## config.mk

```make
export PLATFORM = sky130hd
export DESIGN_NAME = motion_command_decoder
export DESIGN_NICKNAME = d
export VERILOG_FILES = /design/src/motion_cmd_pkg.sv /design/src/motion_command_decoder.sv
export SDC_FILE = /design/constraint.sdc
export NUM_CORES = 2
export LEC_CHECK = 0
export BUFFER_PORTS_ARGS = -buffer_cell sky130_fd_sc_hd__buf_2
export CORE_ASPECT_RATIO = 0.6
export CORE_MARGIN = 2
export CORE_UTILIZATION = 51
export CTS_BUF_LIST = sky130_fd_sc_hd__clkbuf_8
export CTS_CLUSTER_SIZE = 8
export DETAILED_ROUTE_END_ITERATION = 8
export PLACE_DENSITY = 0.69
export SLEW_MARGIN = 0
export SYNTH_ARGS = -nofsm -noshare
export SYNTH_HDL_FRONTEND = slang
export SYNTH_HIERARCHICAL = 1
export SYNTH_SLANG_ARGS = --single-unit
```

## constraint.sdc

```tcl
create_clock -name CLK_SYS_I -period 8.6 [get_ports CLK_SYS_I]
set_input_delay 1.72 -clock CLK_SYS_I [delete_from_list [all_inputs] [get_ports CLK_SYS_I]]
set_output_delay 1.72 -clock CLK_SYS_I [all_outputs]
set_load 0.01 [all_outputs]
```

## src/motion_cmd_pkg.sv

```systemverilog
// constants, codes and state type of the motion command decoder
// assumes the byte link and the motion core sit on the same system clock
package motion_cmd_pkg;

  // ****************************************************************
  // reply status codes
  // ****************************************************************
  localparam logic [7:0] ST_OK = 8'h64;
  localparam logic [7:0] ST_STORED = 8'h65;
  localparam logic [7:0] ST_BAD_SUM = 8'h01;
  localparam logic [7:0] ST_BAD_CMD = 8'h02;
  localparam logic [7:0] ST_BAD_TYPE = 8'h03;
  localparam logic [7:0] ST_BAD_VALUE = 8'h04;
  localparam logic [7:0] ST_LOCKED = 8'h05;
  localparam logic [7:0] ST_UNAVAIL = 8'h06;

  // ****************************************************************
  // command numbers
  // ****************************************************************
  localparam logic [7:0] ROTATE_CW_CMD = 8'h01;
  localparam logic [7:0] ROTATE_CCW_CMD = 8'h02;
  localparam logic [7:0] MOTOR_HALT_CMD = 8'h03;
  localparam logic [7:0] MOVE_TO_TARGET_CMD = 8'h04;
  localparam logic [7:0] AXIS_PARAM_WRITE_CMD = 8'h05;
  localparam logic [7:0] AXIS_PARAM_READ_CMD = 8'h06;
  localparam logic [7:0] MODULE_PARAM_WRITE_CMD = 8'h09;
  localparam logic [7:0] MODULE_PARAM_READ_CMD = 8'h0A;
  localparam logic [7:0] USER_VAR_SAVE_CMD = 8'h0B;
  localparam logic [7:0] USER_VAR_RELOAD_CMD = 8'h0C;
  localparam logic [7:0] HOMING_SEARCH_CMD = 8'h0D;
  localparam logic [7:0] OUTPUT_PORT_WRITE_CMD = 8'h0E;
  localparam logic [7:0] INPUT_PORT_READ_CMD = 8'h0F;
  localparam logic [7:0] ACCU_CONST_ARITH_CMD = 8'h13;
  localparam logic [7:0] ACCU_COMPARE_CMD = 8'h14;
  localparam logic [7:0] PROGRAM_WAIT_CMD = 8'h1B;
  localparam logic [7:0] PROGRAM_END_CMD = 8'h1C;
  localparam logic [7:0] ACCU_XREG_ARITH_CMD = 8'h21;
  localparam logic [7:0] ACCU_TO_AXIS_PARAM_CMD = 8'h22;
  localparam logic [7:0] ACCU_TO_MODULE_PARAM_CMD = 8'h23;
  // existing commands that this decoder does not serve
  localparam logic [7:0] BRANCH_FIRST_CMD = 8'h15;
  localparam logic [7:0] BRANCH_LAST_CMD = 8'h1A;
  localparam logic [7:0] STORED_COORDINATE_TARGET_FIRST_CMD = 8'h1E;
  localparam logic [7:0] STORED_COORDINATE_TARGET_LAST_CMD = 8'h20;
  localparam logic [7:0] MISC_FIRST_CMD = 8'h24;
  localparam logic [7:0] MISC_LAST_CMD = 8'h27;

  // ****************************************************************
  // type field codes
  // ****************************************************************
  localparam logic [7:0] ABSOLUTE_TARGET = 8'h00;
  localparam logic [7:0] RELATIVE_TARGET = 8'h01;
  localparam logic [7:0] STORED_COORDINATE_TARGET = 8'h02;
  localparam logic [7:0] HOMING_QUERY = 8'h02;
  localparam logic [7:0] OP_ADD = 8'h00;
  localparam logic [7:0] OP_SUB = 8'h01;
  localparam logic [7:0] OP_MUL = 8'h02;
  localparam logic [7:0] OP_AND = 8'h05;
  localparam logic [7:0] OP_OR = 8'h06;
  localparam logic [7:0] OP_XOR = 8'h07;
  localparam logic [7:0] OP_NOT = 8'h08;
  localparam logic [7:0] OP_LOAD = 8'h09;
  localparam logic [7:0] USER_VAR_BANK = 8'h02;

  // ****************************************************************
  // framing and buffering
  // ****************************************************************
  localparam logic [3:0] LAST_BYTE = 4'h8;
  localparam int FIFO_WIDTH = 8;
  localparam int FIFO_DEPTH = 16;
  localparam logic [31:0] VALUE_RESET = 32'h0000_0000;

  typedef enum logic [4:0] {
    S_RECV = 5'b00001,
    S_CHECK = 5'b00010,
    S_EXEC = 5'b00100,
    S_WAIT = 5'b01000,
    S_REPLY = 5'b10000
  } state_t;

endpackage : motion_cmd_pkg

```

## src/motion_command_decoder.sv

```systemverilog
// command frame decoder with reply builder and reply byte buffer
// assumes byte-wide receive and transmit streams and a motion core on CLK_SYS_I
// Contract
// - successful execution answers status 100.
// - command stored into program memory answers status 101.
// - bad checksum answers 1, unknown command number answers 2.
// - bad type answers 3, bad value 4, existing but unavailable 6.
// - config write while locked is refused with status 5.
// - numbers 1, 2, 3 rotate clockwise, counter-clockwise, halt a motor.
// - number 4 moves to absolute, relative or stored target by type.
// - numbers 5 and 6 write and read an axis parameter.
// - numbers 9 and 10 write and read a module parameter.
// - numbers 11 and 12 save and reload user variables only.
// - 13 homing search, 14 output port write, 15 input port read.
// - 19 accumulator arithmetic with value, 20 compare accumulator.
// - 33 accumulator arithmetic with the X register.
// - 34 and 35 copy accumulator to axis or module parameter.
// - 27 waits for condition or ticks, 28 ends the program.
// - frame is address, command, type, motor, value MSB first, checksum.
// - checksum is the 8-bit wrapping sum of all preceding bytes.
// - reply is reply address, module address, status, command, value, checksum.
// - transmit only in answer; host waits for each reply.
`timescale 1ns/1ps

// ******************************************************************
// reply byte buffer
// ******************************************************************
module reply_fifo #(
  parameter int WIDTH = 8,
  parameter int DEPTH = 16
) (
  input wire logic clk_i,
  input wire logic rst_i,
  input wire logic [WIDTH-1:0] in_data_i,
  input wire logic in_valid_i,
  output logic in_ready_o,
  output logic [WIDTH-1:0] out_data_o,
  output logic out_valid_o,
  input wire logic out_ready_i
);
  localparam int AW = $clog2(DEPTH);
  localparam logic [AW:0] FULL_COUNT = (AW + 1)'(DEPTH);
  logic [WIDTH-1:0] mem [DEPTH];
  logic [AW-1:0] wr_ptr;
  logic [AW-1:0] rd_ptr;
  logic [AW:0] count;
  wire do_push = in_valid_i && in_ready_o;
  wire do_pop = out_valid_o && out_ready_i;

  // honest flags from the fill count
  assign in_ready_o = count != FULL_COUNT;
  assign out_valid_o = count != '0;
  assign out_data_o = mem[rd_ptr];

  // storage, no reset needed
  always_ff @(posedge clk_i) begin
    if (do_push) begin
      mem[wr_ptr] <= in_data_i;
    end
  end

  // pointers and fill count
  always_ff @(posedge clk_i) begin
    if (rst_i) begin
      wr_ptr <= '0;
      rd_ptr <= '0;
      count <= '0;
    end else begin
      if (do_push) begin
        wr_ptr <= wr_ptr + 1'b1;
      end
      if (do_pop) begin
        rd_ptr <= rd_ptr + 1'b1;
      end
      case ({do_push, do_pop})
        2'b10: count <= count + 1'b1;
        2'b01: count <= count - 1'b1;
        default: count <= count;
      endcase
    end
  end
endmodule : reply_fifo

// ******************************************************************
// decoder top
// ******************************************************************
module motion_command_decoder (
  input wire logic CLK_SYS_I,
  input wire logic RST_I,
  input wire logic [7:0] MODULE_ADDR_I,
  input wire logic [7:0] REPLY_ADDR_I,
  input wire logic [7:0] RX_DATA_I,
  input wire logic RX_VALID_I,
  output logic RX_READY_O,
  output logic [7:0] TX_DATA_O,
  output logic TX_VALID_O,
  input wire logic TX_READY_I,
  input wire logic PROG_STORE_I,
  input wire logic CONFIG_LOCK_I,
  output logic CMD_VALID_O,
  output logic [7:0] CMD_NUM_O,
  output logic [7:0] CMD_TYPE_O,
  output logic [7:0] CMD_MOTOR_O,
  output logic [31:0] CMD_VALUE_O,
  input wire logic EXEC_DONE_I,
  input wire logic [7:0] EXEC_STATUS_I,
  input wire logic [31:0] EXEC_VALUE_I,
  output logic [31:0] ACCU_O
);
  motion_cmd_pkg::state_t state;
  logic [3:0] byte_cnt;
  logic [7:0] f_addr;
  logic [7:0] f_cmd;
  logic [7:0] f_type;
  logic [7:0] f_motor;
  logic [31:0] f_value;
  logic [7:0] f_sum;
  logic [7:0] f_chk;
  logic [31:0] xreg;
  logic [7:0] rep_status;
  logic [31:0] rep_value;
  logic [3:0] rep_idx;
  logic [7:0] rep_sum;
  logic fifo_in_ready;
  logic [7:0] fifo_out_data;
  logic fifo_out_valid;

  // ****************************************************************
  // frame checks
  // ****************************************************************
  wire rx_take = RX_VALID_I && RX_READY_O;
  wire addr_hit = f_addr == MODULE_ADDR_I;
  wire sum_bad = f_sum != f_chk;
  wire cmd_known = f_cmd inside {[motion_cmd_pkg::ROTATE_CW_CMD :
    motion_cmd_pkg::AXIS_PARAM_READ_CMD], [motion_cmd_pkg::MODULE_PARAM_WRITE_CMD :
    motion_cmd_pkg::INPUT_PORT_READ_CMD], motion_cmd_pkg::ACCU_CONST_ARITH_CMD,
    motion_cmd_pkg::ACCU_COMPARE_CMD, motion_cmd_pkg::PROGRAM_WAIT_CMD,
    motion_cmd_pkg::PROGRAM_END_CMD, [motion_cmd_pkg::ACCU_XREG_ARITH_CMD :
    motion_cmd_pkg::ACCU_TO_MODULE_PARAM_CMD]};
  wire cmd_unserved = f_cmd inside {[motion_cmd_pkg::BRANCH_FIRST_CMD :
    motion_cmd_pkg::BRANCH_LAST_CMD], [motion_cmd_pkg::STORED_COORDINATE_TARGET_FIRST_CMD :
    motion_cmd_pkg::STORED_COORDINATE_TARGET_LAST_CMD], [motion_cmd_pkg::MISC_FIRST_CMD :
    motion_cmd_pkg::MISC_LAST_CMD]};
  wire is_accu_const_arith_cmd = f_cmd == motion_cmd_pkg::ACCU_CONST_ARITH_CMD ||
    f_cmd == motion_cmd_pkg::ACCU_XREG_ARITH_CMD;
  wire is_internal = is_accu_const_arith_cmd || f_cmd == motion_cmd_pkg::ACCU_COMPARE_CMD;
  wire op_ok = f_type inside {motion_cmd_pkg::OP_ADD, motion_cmd_pkg::OP_SUB,
    motion_cmd_pkg::OP_MUL, motion_cmd_pkg::OP_AND, motion_cmd_pkg::OP_OR,
    motion_cmd_pkg::OP_XOR, motion_cmd_pkg::OP_NOT, motion_cmd_pkg::OP_LOAD};
  // type field limits per command
  wire type_bad = (f_cmd == motion_cmd_pkg::MOVE_TO_TARGET_CMD &&
    f_type > motion_cmd_pkg::STORED_COORDINATE_TARGET) ||
    (f_cmd == motion_cmd_pkg::HOMING_SEARCH_CMD && f_type > motion_cmd_pkg::HOMING_QUERY) ||
    (is_accu_const_arith_cmd && !op_ok);
  wire value_bad = (f_cmd == motion_cmd_pkg::USER_VAR_SAVE_CMD ||
    f_cmd == motion_cmd_pkg::USER_VAR_RELOAD_CMD) &&
    f_motor != motion_cmd_pkg::USER_VAR_BANK;
  wire lock_hit = CONFIG_LOCK_I && (f_cmd == motion_cmd_pkg::MODULE_PARAM_WRITE_CMD ||
    f_cmd == motion_cmd_pkg::USER_VAR_SAVE_CMD ||
    f_cmd == motion_cmd_pkg::ACCU_TO_MODULE_PARAM_CMD);

  // status priority, first failing check wins
  wire [7:0] check_status = sum_bad ? motion_cmd_pkg::ST_BAD_SUM :
    !cmd_known ? (cmd_unserved ? motion_cmd_pkg::ST_UNAVAIL :
    motion_cmd_pkg::ST_BAD_CMD) :
    type_bad ? motion_cmd_pkg::ST_BAD_TYPE :
    value_bad ? motion_cmd_pkg::ST_BAD_VALUE :
    lock_hit ? motion_cmd_pkg::ST_LOCKED :
    PROG_STORE_I ? motion_cmd_pkg::ST_STORED : motion_cmd_pkg::ST_OK;
  wire go_exec = check_status == motion_cmd_pkg::ST_OK && !is_internal;
  wire go_internal = check_status == motion_cmd_pkg::ST_OK && is_internal;

  // ****************************************************************
  // accumulator arithmetic
  // ****************************************************************
  wire [31:0] operand = f_cmd == motion_cmd_pkg::ACCU_XREG_ARITH_CMD ? xreg : f_value;
  wire [31:0] alu = f_type == motion_cmd_pkg::OP_ADD ? ACCU_O + operand :
    f_type == motion_cmd_pkg::OP_SUB ? ACCU_O - operand :
    f_type == motion_cmd_pkg::OP_MUL ? ACCU_O * operand :
    f_type == motion_cmd_pkg::OP_AND ? ACCU_O & operand :
    f_type == motion_cmd_pkg::OP_OR ? ACCU_O | operand :
    f_type == motion_cmd_pkg::OP_XOR ? ACCU_O ^ operand :
    f_type == motion_cmd_pkg::OP_NOT ? ~ACCU_O : operand;
  wire is_compare = f_cmd == motion_cmd_pkg::ACCU_COMPARE_CMD;
  wire xreg_load = f_cmd == motion_cmd_pkg::ACCU_XREG_ARITH_CMD &&
    f_type == motion_cmd_pkg::OP_LOAD;
  wire [31:0] next_accu = (is_compare || xreg_load) ? ACCU_O : alu;
  wire [31:0] internal_value = is_compare ? ACCU_O - f_value : next_accu;

  // reply byte for the current index
  wire [7:0] reply_byte = rep_idx == 4'h0 ? REPLY_ADDR_I :
    rep_idx == 4'h1 ? MODULE_ADDR_I :
    rep_idx == 4'h2 ? rep_status :
    rep_idx == 4'h3 ? f_cmd :
    rep_idx == 4'h4 ? rep_value[31:24] :
    rep_idx == 4'h5 ? rep_value[23:16] :
    rep_idx == 4'h6 ? rep_value[15:8] :
    rep_idx == 4'h7 ? rep_value[7:0] : rep_sum;
  wire push = state == motion_cmd_pkg::S_REPLY && fifo_in_ready;
  wire tx_load = fifo_out_valid && (!TX_VALID_O || TX_READY_I);

  // ****************************************************************
  // frame capture
  // ****************************************************************
  always_ff @(posedge CLK_SYS_I) begin
    if (RST_I) begin
      byte_cnt <= 4'h0;
      f_addr <= 8'h00;
      f_cmd <= 8'h00;
      f_type <= 8'h00;
      f_motor <= 8'h00;
      f_value <= motion_cmd_pkg::VALUE_RESET;
      f_sum <= 8'h00;
      f_chk <= 8'h00;
    end else if (rx_take) begin
      byte_cnt <= byte_cnt == motion_cmd_pkg::LAST_BYTE ? 4'h0 : byte_cnt + 4'h1;
      f_sum <= byte_cnt == 4'h0 ? RX_DATA_I : f_sum + RX_DATA_I;
      case (byte_cnt)
        4'h0: f_addr <= RX_DATA_I;
        4'h1: f_cmd <= RX_DATA_I;
        4'h2: f_type <= RX_DATA_I;
        4'h3: f_motor <= RX_DATA_I;
        4'h8: begin
          f_chk <= RX_DATA_I;
          f_sum <= f_sum;
        end
        default: f_value <= {f_value[23:0], RX_DATA_I};
      endcase
    end
  end

  // ****************************************************************
  // sequence control
  // ****************************************************************
  always_ff @(posedge CLK_SYS_I) begin
    if (RST_I) begin
      state <= motion_cmd_pkg::S_RECV;
      RX_READY_O <= 1'b0;
      CMD_VALID_O <= 1'b0;
      rep_status <= 8'h00;
      rep_value <= motion_cmd_pkg::VALUE_RESET;
      rep_idx <= 4'h0;
      rep_sum <= 8'h00;
    end else begin
      CMD_VALID_O <= 1'b0;
      case (state)
        motion_cmd_pkg::S_RECV: begin
          RX_READY_O <= 1'b1;
          if (rx_take && byte_cnt == motion_cmd_pkg::LAST_BYTE) begin
            RX_READY_O <= 1'b0;
            state <= motion_cmd_pkg::S_CHECK;
          end
        end
        motion_cmd_pkg::S_CHECK: begin
          rep_status <= check_status;
          rep_value <= go_internal ? internal_value : f_value;
          rep_idx <= 4'h0;
          rep_sum <= 8'h00;
          if (!addr_hit) begin
            state <= motion_cmd_pkg::S_RECV;
          end else if (go_exec) begin
            state <= motion_cmd_pkg::S_EXEC;
          end else begin
            state <= motion_cmd_pkg::S_REPLY;
          end
        end
        motion_cmd_pkg::S_EXEC: begin
          CMD_VALID_O <= 1'b1;
          state <= motion_cmd_pkg::S_WAIT;
        end
        motion_cmd_pkg::S_WAIT: begin
          if (EXEC_DONE_I) begin
            rep_status <= EXEC_STATUS_I;
            rep_value <= EXEC_VALUE_I;
            state <= motion_cmd_pkg::S_REPLY;
          end
        end
        motion_cmd_pkg::S_REPLY: begin
          if (push) begin
            rep_idx <= rep_idx + 4'h1;
            rep_sum <= rep_sum + reply_byte;
            if (rep_idx == motion_cmd_pkg::LAST_BYTE) begin
              state <= motion_cmd_pkg::S_RECV;
            end
          end
        end
        default: state <= motion_cmd_pkg::S_RECV;
      endcase
    end
  end

  // command fields to the motion core
  always_ff @(posedge CLK_SYS_I) begin
    if (RST_I) begin
      CMD_NUM_O <= 8'h00;
      CMD_TYPE_O <= 8'h00;
      CMD_MOTOR_O <= 8'h00;
      CMD_VALUE_O <= motion_cmd_pkg::VALUE_RESET;
    end else if (state == motion_cmd_pkg::S_CHECK) begin
      CMD_NUM_O <= f_cmd;
      CMD_TYPE_O <= f_type;
      CMD_MOTOR_O <= f_motor;
      CMD_VALUE_O <= f_value;
    end
  end

  // accumulator and X register
  always_ff @(posedge CLK_SYS_I) begin
    if (RST_I) begin
      ACCU_O <= motion_cmd_pkg::VALUE_RESET;
      xreg <= motion_cmd_pkg::VALUE_RESET;
    end else if (state == motion_cmd_pkg::S_CHECK && addr_hit && go_internal) begin
      ACCU_O <= next_accu;
      if (xreg_load) begin
        xreg <= ACCU_O;
      end
    end
  end

  // ****************************************************************
  // reply buffer and transmit stage
  // ****************************************************************
  reply_fifo #(
    .WIDTH(motion_cmd_pkg::FIFO_WIDTH),
    .DEPTH(motion_cmd_pkg::FIFO_DEPTH)
  ) u_reply_fifo (
    .clk_i(CLK_SYS_I),
    .rst_i(RST_I),
    .in_data_i(reply_byte),
    .in_valid_i(state == motion_cmd_pkg::S_REPLY),
    .in_ready_o(fifo_in_ready),
    .out_data_o(fifo_out_data),
    .out_valid_o(fifo_out_valid),
    .out_ready_i(!TX_VALID_O || TX_READY_I)
  );

  // output holding register
  always_ff @(posedge CLK_SYS_I) begin
    if (RST_I) begin
      TX_VALID_O <= 1'b0;
      TX_DATA_O <= 8'h00;
    end else if (tx_load) begin
      TX_VALID_O <= 1'b1;
      TX_DATA_O <= fifo_out_data;
    end else if (TX_READY_I) begin
      TX_VALID_O <= 1'b0;
    end
  end

  // ****************************************************************
  // checks
  // ****************************************************************
  property p_ok_status;
    @(posedge CLK_SYS_I) disable iff (RST_I)
    state == motion_cmd_pkg::S_CHECK && addr_hit && go_internal |=> rep_status == 8'h64;
  endproperty
  a_ok_status: assert property (p_ok_status) else $error("internal success not 100");

  property p_stored;
    @(posedge CLK_SYS_I) disable iff (RST_I)
    state == motion_cmd_pkg::S_CHECK && addr_hit && !sum_bad && cmd_known && !type_bad &&
      !value_bad && !lock_hit && PROG_STORE_I |=> rep_status == 8'h65 &&
      state == motion_cmd_pkg::S_REPLY;
  endproperty
  a_stored: assert property (p_stored) else $error("stored command not 101");

  property p_bad_sum;
    @(posedge CLK_SYS_I) disable iff (RST_I)
    state == motion_cmd_pkg::S_CHECK && addr_hit && sum_bad |=> rep_status == 8'h01;
  endproperty
  a_bad_sum: assert property (p_bad_sum) else $error("bad checksum not 1");

  property p_bad_cmd;
    @(posedge CLK_SYS_I) disable iff (RST_I)
    state == motion_cmd_pkg::S_CHECK && !sum_bad && !cmd_known && !cmd_unserved |=>
      rep_status == 8'h02;
  endproperty
  a_bad_cmd: assert property (p_bad_cmd) else $error("unknown command not 2");

  property p_locked;
    @(posedge CLK_SYS_I) disable iff (RST_I)
    state == motion_cmd_pkg::S_CHECK && addr_hit && !sum_bad && cmd_known && !type_bad &&
      !value_bad && lock_hit |=> rep_status == 8'h05 && !CMD_VALID_O ##1 !CMD_VALID_O;
  endproperty
  a_locked: assert property (p_locked) else $error("locked write not refused");

  property p_ignore;
    @(posedge CLK_SYS_I) disable iff (RST_I)
    state == motion_cmd_pkg::S_CHECK && !addr_hit |=>
      state == motion_cmd_pkg::S_RECV && !push;
  endproperty
  a_ignore: assert property (p_ignore) else $error("foreign frame answered");

  property p_issue;
    @(posedge CLK_SYS_I) disable iff (RST_I)
    state == motion_cmd_pkg::S_CHECK && addr_hit && go_exec |=>
      !CMD_VALID_O ##1 CMD_VALID_O && CMD_NUM_O == $past(f_cmd, 2) ##1 !CMD_VALID_O;
  endproperty
  a_issue: assert property (p_issue) else $error("command not issued once");

  property p_reply_sum;
    @(posedge CLK_SYS_I) disable iff (RST_I)
    push && rep_idx == 4'h8 |-> reply_byte == 8'(REPLY_ADDR_I + MODULE_ADDR_I + rep_status +
      f_cmd + rep_value[31:24] + rep_value[23:16] + rep_value[15:8] + rep_value[7:0]);
  endproperty
  a_reply_sum: assert property (p_reply_sum) else $error("reply checksum wrong");

  property p_reply_head;
    @(posedge CLK_SYS_I) disable iff (RST_I)
    push && rep_idx == 4'h2 |-> reply_byte == rep_status ##1 state != motion_cmd_pkg::S_RECV;
  endproperty
  a_reply_head: assert property (p_reply_head) else $error("reply order wrong");

  property p_answer_only;
    @(posedge CLK_SYS_I) disable iff (RST_I)
    state == motion_cmd_pkg::S_RECV && !fifo_out_valid && !TX_VALID_O |=> !TX_VALID_O;
  endproperty
  a_answer_only: assert property (p_answer_only) else $error("unsolicited reply");

  property p_frame_len;
    @(posedge CLK_SYS_I) disable iff (RST_I)
    rx_take && byte_cnt == 4'h8 |=> state == motion_cmd_pkg::S_CHECK && !RX_READY_O;
  endproperty
  a_frame_len: assert property (p_frame_len) else $error("frame not closed at ninth byte");

endmodule : motion_command_decoder

```

# [Yosys cells after proc, flatten, opt, wreduce, memory -nomap -nowiden]
# Memory sizes are Yosys's and may differ from the RTL's. A register that Yosys moved wholly into a read port is not among the register bits.
# Cells that the tools add are included.
[classes] addsub=11 multipliers=1 magnitude_cmp=13 eq_ne=46 muxes=50 bitwise=6 reduce_logical=55
[op_table] operator="$mux 32" count=12
[op_table] operator="$mux 8" count=11
[op_table] operator="$pmux 32 s2" count=1
[op_table] operator="$sub 32x32->32" count=2
[op_table] operator="$eq 8x4->1 const B" count=6
[op_table] operator="$mux 7" count=5
[op_table] operator="$add 32x32->32" count=1
[op_table] operator="$and 32x32->32" count=1
[op_table] operator="$eq 8x3->1 const B" count=4
[op_table] operator="$eq 8x5->1 const B" count=4
[op_table] operator="$mul 32x32->32" count=1
[op_table] operator="$not 32->32" count=1
[op_table] operator="$or 32x32->32" count=1
[op_table] operator="$pmux 8 s2" count=2
[op_table] operator="$xor 32x32->32" count=1
[op_table] operator="$mux 5" count=6
[op_table] operator="$pmux 5 s5" count=1
[op_table] operator="$le 8x6->1 const B" count=3
[op_table] operator="$logic_and 1x1->1" count=20
[op_table] operator="$reduce_and 2->1" count=10
[op_table] operator="$add 4x1->4 const B" count=4
[op_table] operator="$add 8x8->8" count=2
[op_table] operator="$eq 4x2->1 const B" count=4
[op_table] operator="$eq 4x3->1 const B" count=4
[op_table] operator="45 further kinds" count=75
[word_totals] reg_bits=277 mem_bits_rw=128 inputBits=71 output_inout_bits=99 wordCells=208 n_memories=1
[mem_list] name="u_reply_fifo.mem" words=16 width=8 read_ports=1 rd_ports_with_merged_regs=1 wr=1 line_no="motion_command_decoder.sv:43" text="logic [WIDTH-1:0] mem [DEPTH];"

# [Longest topological paths before layout]
[logic_depth] ltp_word=14 mapped_depth=40 depth_no_buf=33

# [Cells and area by module]
# The synthesis kept the hierarchy.
[modules_own_cells] module="motion_command_decoder" n_inst=1 cells_each=4643 area_each_um2=35539.1 seq_area_each_um2=5445.2
[modules_own_cells] module="reply_fifo" n_inst=1 cells_each=299 area_each_um2=5881.9 seq_area_each_um2=4184.0

# [Least setup slack after synthesis]
# Ideal clock, no wire load.
[synth_timing] kind="register to register" startpoint="reg f_cmd[7]" endpoint="reg rep_value[28]" setup_time_ns=0.079 t_arrival_ns=8.468 required_time_ns=8.521 path_slack_ns=0.052 path_stages_with_launch=39 n_path_buf=7 period_less_slack_ns=8.548 path_cell_list="dfxtp_1 > buf_2 > nor3_1 > and3_1 > buf_4 > buf_12 > buf_8 > buf_4 > buf_4 > nand2_1 > o21ai_1 > inv_1 > clkbuf_1 > nor2_1 > fa_1 > fa_1 > fa_1 > inv_1 > [... 3 more ...] > inv_1 > fa_1 > inv_1 > fa_1 > fa_1 > ha_1 > a21o_1 > a21oi_1 > nor2_1 > nor2_1 > o21ai_2 > a41o_1 > or4b_1 > a31oi_1 > a2111oi_1 > o21ai_2 > o211ai_1 > a211oi_2"
[synth_between] elab_chain_cells=13 elab_cells_between_ends=71 classes_between="2 x add/sub; 1 x mul; 12 x order compare; 12 x eq/ne; 18 x mux; 3 x bitwise; 23 x reduce/logical"
[synth_rtl] element="start, declared" line_no="motion_command_decoder.sv:113" text="logic [7:0] f_cmd;"
[synth_rtl] element="start signal, assigned" line_no="motion_command_decoder.sv:209" text="f_cmd <= 8'h00;"
[synth_rtl] element="start signal, assigned" line_no="motion_command_decoder.sv:220" text="4'h1: f_cmd <= RX_DATA_I;"
[synth_rtl] element="branches (longest 11 deep; another with $mul 32x32->32)"
[synth_rtl] element="$mux 32 (*)" line_no="motion_command_decoder.sv:256" text="rep_value <= go_internal ? internal_value : f_value;"
[synth_rtl] element="$pmux 32 s2 (*)" line_no="motion_command_decoder.sv:246" text="case (state)"
[synth_rtl] element="end signal, assigned" line_no="motion_command_decoder.sv:241" text="rep_value <= motion_cmd_pkg::VALUE_RESET;"
[synth_rtl] element="end signal, assigned" line_no="motion_command_decoder.sv:256"
[synth_rtl] element="end, declared" line_no="motion_command_decoder.sv:121" text="logic [31:0] rep_value;"
# Every way passes the cells marked *.
# A chain may end at the register's enable or synchronous reset.

# [Worst setup path after layout]
[layout_timing] startpoint="reg f_cmd[4]" endpoint="reg rep_value[23]"
# The elaborated chain is that of the path after synthesis.

==> run summary <==
WORST SETUP PATH
--------------------------------------------------------------------------------------
CP peak stage delay                                                            0.61 ns
Capture point of the worst reg-to-reg path                                rep_value[23]
Worst-case reg-to-reg path depth                                                    31
Reg2Reg Launch Point                                                          f_cmd[4]
Cell with the most instances on the worst path                            sky130_fd_sc_hd__fa_1
Minimum setup slack among reg-to-reg paths                                     0.06 ns
Required time of the worst setup path                                          9.20 ns
CP max FO                                                                            6
Data arrival time at the worst-slack endpoint                                  9.14 ns
Crit path max-delay cell type                                             sky130_fd_sc_hd__fa_1
CP Capture Type                                                              flip-flop
Type of element launching the critical path                                  flip-flop
Kind of critical path                                                     flip-flop to flip-flop

SYNTH
--------------------------------------------------------------------------------------
Async set-reset flop share out of synthesis                                         0%
Number of synthesized register bits                                                417
Count of mapped cells out of synthesis                                           4,942
Post-Syn Area per Cell                                                        8.38 µm²
Synthesis Warnings                                                                   6
Count of flip-flops with a built-in enable after synthesis                         128
Net Count, Synth                                                                 5,704
Sequential area share after synthesis                                            23.2%
Prevailing post-synth register cell                                       sky130_fd_sc_hd__dfxtp_1
Synthesized area                                                            41,400 µm²
Number of distinct standard cells referenced by the synthesized netlist            106

PWR
--------------------------------------------------------------------------------------
Pwr/cell area                                                              96.7 nW/µm²
Leakage component of the power                                               0.0198 µW
Switching Power                                                                1360 µW
Part of the total power dissipated in combinational logic                        16.3%
Fraction of power spent switching nets                                           30.0%
Share of power burned in registers                                               47.2%
Cell internal power dissipation                                                3170 µW
Largest voltage drop on the vdd net                                           0.119 mV
Portion of total power attributed to the clock network                           36.5%

STA
--------------------------------------------------------------------------------------
Final hold viol count                                                                0
Shortest clock period the worst path allows after layout                       8.54 ns
Unrepaired setup endpoints after global routing                                    yes
Tightest slew margin relative to the limit                                       18.4%
Worst-margin pin slew                                                          1.22 ns
Final setup TNS                                                                   0 ns
Total setup violations reported at the end of the flow                               0
Highest Clock Rate                                                             117 MHz
Setup slack after layout                                                     0.0607 ns
Worst clock skew                                                             0.0558 ns
Share of the clock period used by the worst path after layout                    99.3%
Final slew viol count                                                                0

FINISH
--------------------------------------------------------------------------------------
Final-stage net count                                                            5,995
Filler cell count                                                                7,205
Post-synthesis to final-layout area growth                                       13.1%
Utilization after layout                                                         58.6%
Ratio of cells with drive above 1 in the final layout                            14.4%

GLOBAL ROUTING
--------------------------------------------------------------------------------------
Wire length of the first global-routing pass                                    250 mm
Via count of the first global-routing pass                                      36,438
Final global-route overflow total                                                    0
Largest net degree at the start of global routing                                  108
All-layer global routing usage                                                   41.1%
Initial antenna violation count                                                      3

DIE
--------------------------------------------------------------------------------------
Effective utilization at floorplan                                               51.8%
Rows                                                                                80
Core ar.                                                                    80,000 µm²
Width of the die                                                                372 µm
# IOs                                                                              170
Y dimension of the die                                                          225 µm
Area of the die                                                             83,600 µm²

CTS
--------------------------------------------------------------------------------------
Clock tree from TritonCTS                                                          yes
Clock Sink Count                                                                   417
Number of buffers created by CTS                                                    66
Number of buffers inserted for hold repair after clock tree synthesis                0
CTS Root Buffer Type                                                      sky130_fd_sc_hd__clkbuf_8
Later-pin clock latency in the skew report                                     0.72 ns
Clk buf depth                                                                        3
Register clock-pin slew on the reported worst setup and hold paths             0.07 ns
H-tree level count                                                                   3

RUN STATUS
--------------------------------------------------------------------------------------
Result of the run                                                         complete, no violations

PLACEMENT
--------------------------------------------------------------------------------------
Detailed placer's ending HPWL                                                   135 mm
Dpl ws                                                                       -0.160 ns
Global placer's final weighted congestion                                         1.06
Count of buffers from port buffering                                               169

JOB
--------------------------------------------------------------------------------------
Maxcap violations                                                                    0

ROUTING
--------------------------------------------------------------------------------------
First-pass DRT Iterations                                                            8
First DRT Iteration DRCs                                                         5,701
Drt drc                                                                              0
Wire length after detailed routing                                              173 mm
Via/cell ratio                                                                    6.21
Detailed-route wire length per cell                                            27.3 µm
Via Count                                                                       39,405
Remaining antenna violation count after routing                                      0

HOLD PATH
--------------------------------------------------------------------------------------
Worst Hold Launch                                                         CMD_VALUE_O[3]
End point of the worst hold path                                          CMD_VALUE_O[3]
Min-delay worst type                                                      flip-flop to flip-flop
Cells on Worst Hold Path                                                             2

==> how the worst max path moves through the flow <==
stage,endpoint,startpoint
finish,rep_value[23],f_cmd[4]
floorplan,rep_value[28],f_cmd[7]
global route,rep_value[31],f_cmd[4]
detailed placement,rep_value[30],f_cmd[7]
global placement,ACCU_O[29],f_cmd[7]
CTS,rep_value[31],f_cmd[7]
==> logic make-up after synthesis <==
logic type | count (synthesis) | synth area share [%]
simple gates | 1675 | 16.9
compound gates | 1064 | 16.3
buf+inv | 832 | 7.82
fa+ha+maj | 691 | 28.4
flops | 417 | 23.2
xor+xnor | 182 | 3.90
mux | 81 | 3.45
==> stage by stage <==
stage	power, µW	cells	area (µm²)	hold WS, ns
5_1_grt	4660	6339	46800	0.474
2_1_floorplan	2690	4942	41400	0.436
3_3_place_gp	2890	6222	45100	0.440
6_report	4530	6345	46800	0.452
4_1_cts	4520	6332	46300	0.452
3_5_place_dp	2900	6222	45100	0.444
==> repair_timing <==
| action | 4_1_cts | 5_1_grt |
|---|---|---|
| buffers inserted | 2 | 5 |
| pin swaps | 4 | 28 |
| gates resized for setup | 9 | 92 |
| gates cloned | 0 | 2 |
| endpoints found under the setup margin | 11 | 28 |
==> final cells by class <==
cell class | count | area, µm² | area share (%)
Clock inverter | 39 | 218 | 0.465
Sequential cell | 417 | 9630 | 20.6
Tap cell | 1066 | 1330 | 2.85
Multi-Input combinational cell | 3694 | 29000 | 62.0
Antenna cell | 6 | 15.0 | 0.0321
Inverter | 532 | 2010 | 4.30
Timing Repair Buffer | 522 | 3640 | 7.78
Clock buffer | 69 | 950 | 2.03
==> placed cells by master (no fill, tap or decap), types with 24 or more instances in the layout <==
cell                       count
sky130_fd_sc_hd__xnor2_1     110
sky130_fd_sc_hd__nor3_1       71
sky130_fd_sc_hd__o21bai_1     30
sky130_fd_sc_hd__mux2i_1      29
sky130_fd_sc_hd__edfxtp_1    128
sky130_fd_sc_hd__a221oi_1     26
sky130_fd_sc_hd__o211ai_1     74
sky130_fd_sc_hd__nor2_1      554
sky130_fd_sc_hd__a31oi_1      36
sky130_fd_sc_hd__nand2_1     764
sky130_fd_sc_hd__a21oi_1     410
sky130_fd_sc_hd__o21ai_0     136
sky130_fd_sc_hd__a211oi_1     76
sky130_fd_sc_hd__buf_2       169
sky130_fd_sc_hd__dfxtp_1     286
sky130_fd_sc_hd__fa_1        410
sky130_fd_sc_hd__inv_1       533
sky130_fd_sc_hd__buf_4       334
sky130_fd_sc_hd__clkbuf_8     69
sky130_fd_sc_hd__xor2_1       69
sky130_fd_sc_hd__nand2b_1     30
sky130_fd_sc_hd__nor2b_1      24
sky130_fd_sc_hd__ha_1        269
sky130_fd_sc_hd__a21o_1       55
sky130_fd_sc_hd__nand3_1      88
sky130_fd_sc_hd__mux4_1       24
==> sequential cells by signal, indices dropped and copies added (netlist names), 5 cells and up, named ones only <==
register,flops
u_reply_fifo/mem,128
ACCU_O,32
CMD_VALUE_O,32
f_value,32
rep_value,32
xreg,32
CMD_MOTOR_O,8
CMD_NUM_O,8
CMD_TYPE_O,8
TX_DATA_O,8
f_addr,8
f_chk,8
f_cmd,8
f_motor,8
f_sum,8
f_type,8
rep_status,8
rep_sum,8
state,5
u_reply_fifo/count,5
==> metal layers <==
metal	GRT usage [%]	wire length, µm	up-vias
li1	-	-	17128
met4	10.8	5170	7
met2	50.9	63800	2732
met1	61.8	73600	19207
met3	20.1	30600	331
met5	1.17	316	-
==> Yosys cell counts (all sizes together) (19+ instances only) <==
cell | number | area, µm²
nand2 | 767 | 2880
nor2 | 571 | 2150
inv | 525 | 1970
a21oi | 414 | 2070
fa | 413 | 8270
dfxtp | 289 | 5790
ha | 278 | 3480
clkbuf | 243 | 913
o21ai | 171 | 897
edfxtp | 128 | 3840
xnor2 | 112 | 988
nand3 | 92 | 460
a211oi | 81 | 613
nor3 | 75 | 375
o211ai | 74 | 556
xor2 | 69 | 604
buf | 57 | 329
a21o | 55 | 413
mux4 | 40 | 991
a31oi | 39 | 250
nand2b | 30 | 188
o21bai | 30 | 225
mux2i | 29 | 290
a221oi | 28 | 251
nor2b | 26 | 163
nor4 | 21 | 146
o21a | 19 | 143
or3 | 19 | 119
==> worst max-delay path, delay by kind of cell (launching register included) <==
kind | cells | cell delay, ns
AOI/OAI and AO/OA | 9 | 1.92
xor gates and xnor gates | 1 | 0.16
DFF | 1 | 0.34
and+or+nand+nor | 5 | 1.01
muxes | 1 | 0.37
buffers and inverters | 6 | 0.81
adders and majority gates | 9 | 3.83
==> power groups by stage <==
stage | Combinational, µW | Sequential, µW | Clock, µW
2_1_floorplan | 540 | 2150 | 0
3_3_place_gp | 711 | 2180 | 0
3_5_place_dp | 722 | 2180 | 0
4_1_cts | 724 | 2140 | 1660
5_1_grt | 787 | 2140 | 1730
6_report | 738 | 2130 | 1650
Note: power is estimated with default switching activity, not from simulation.
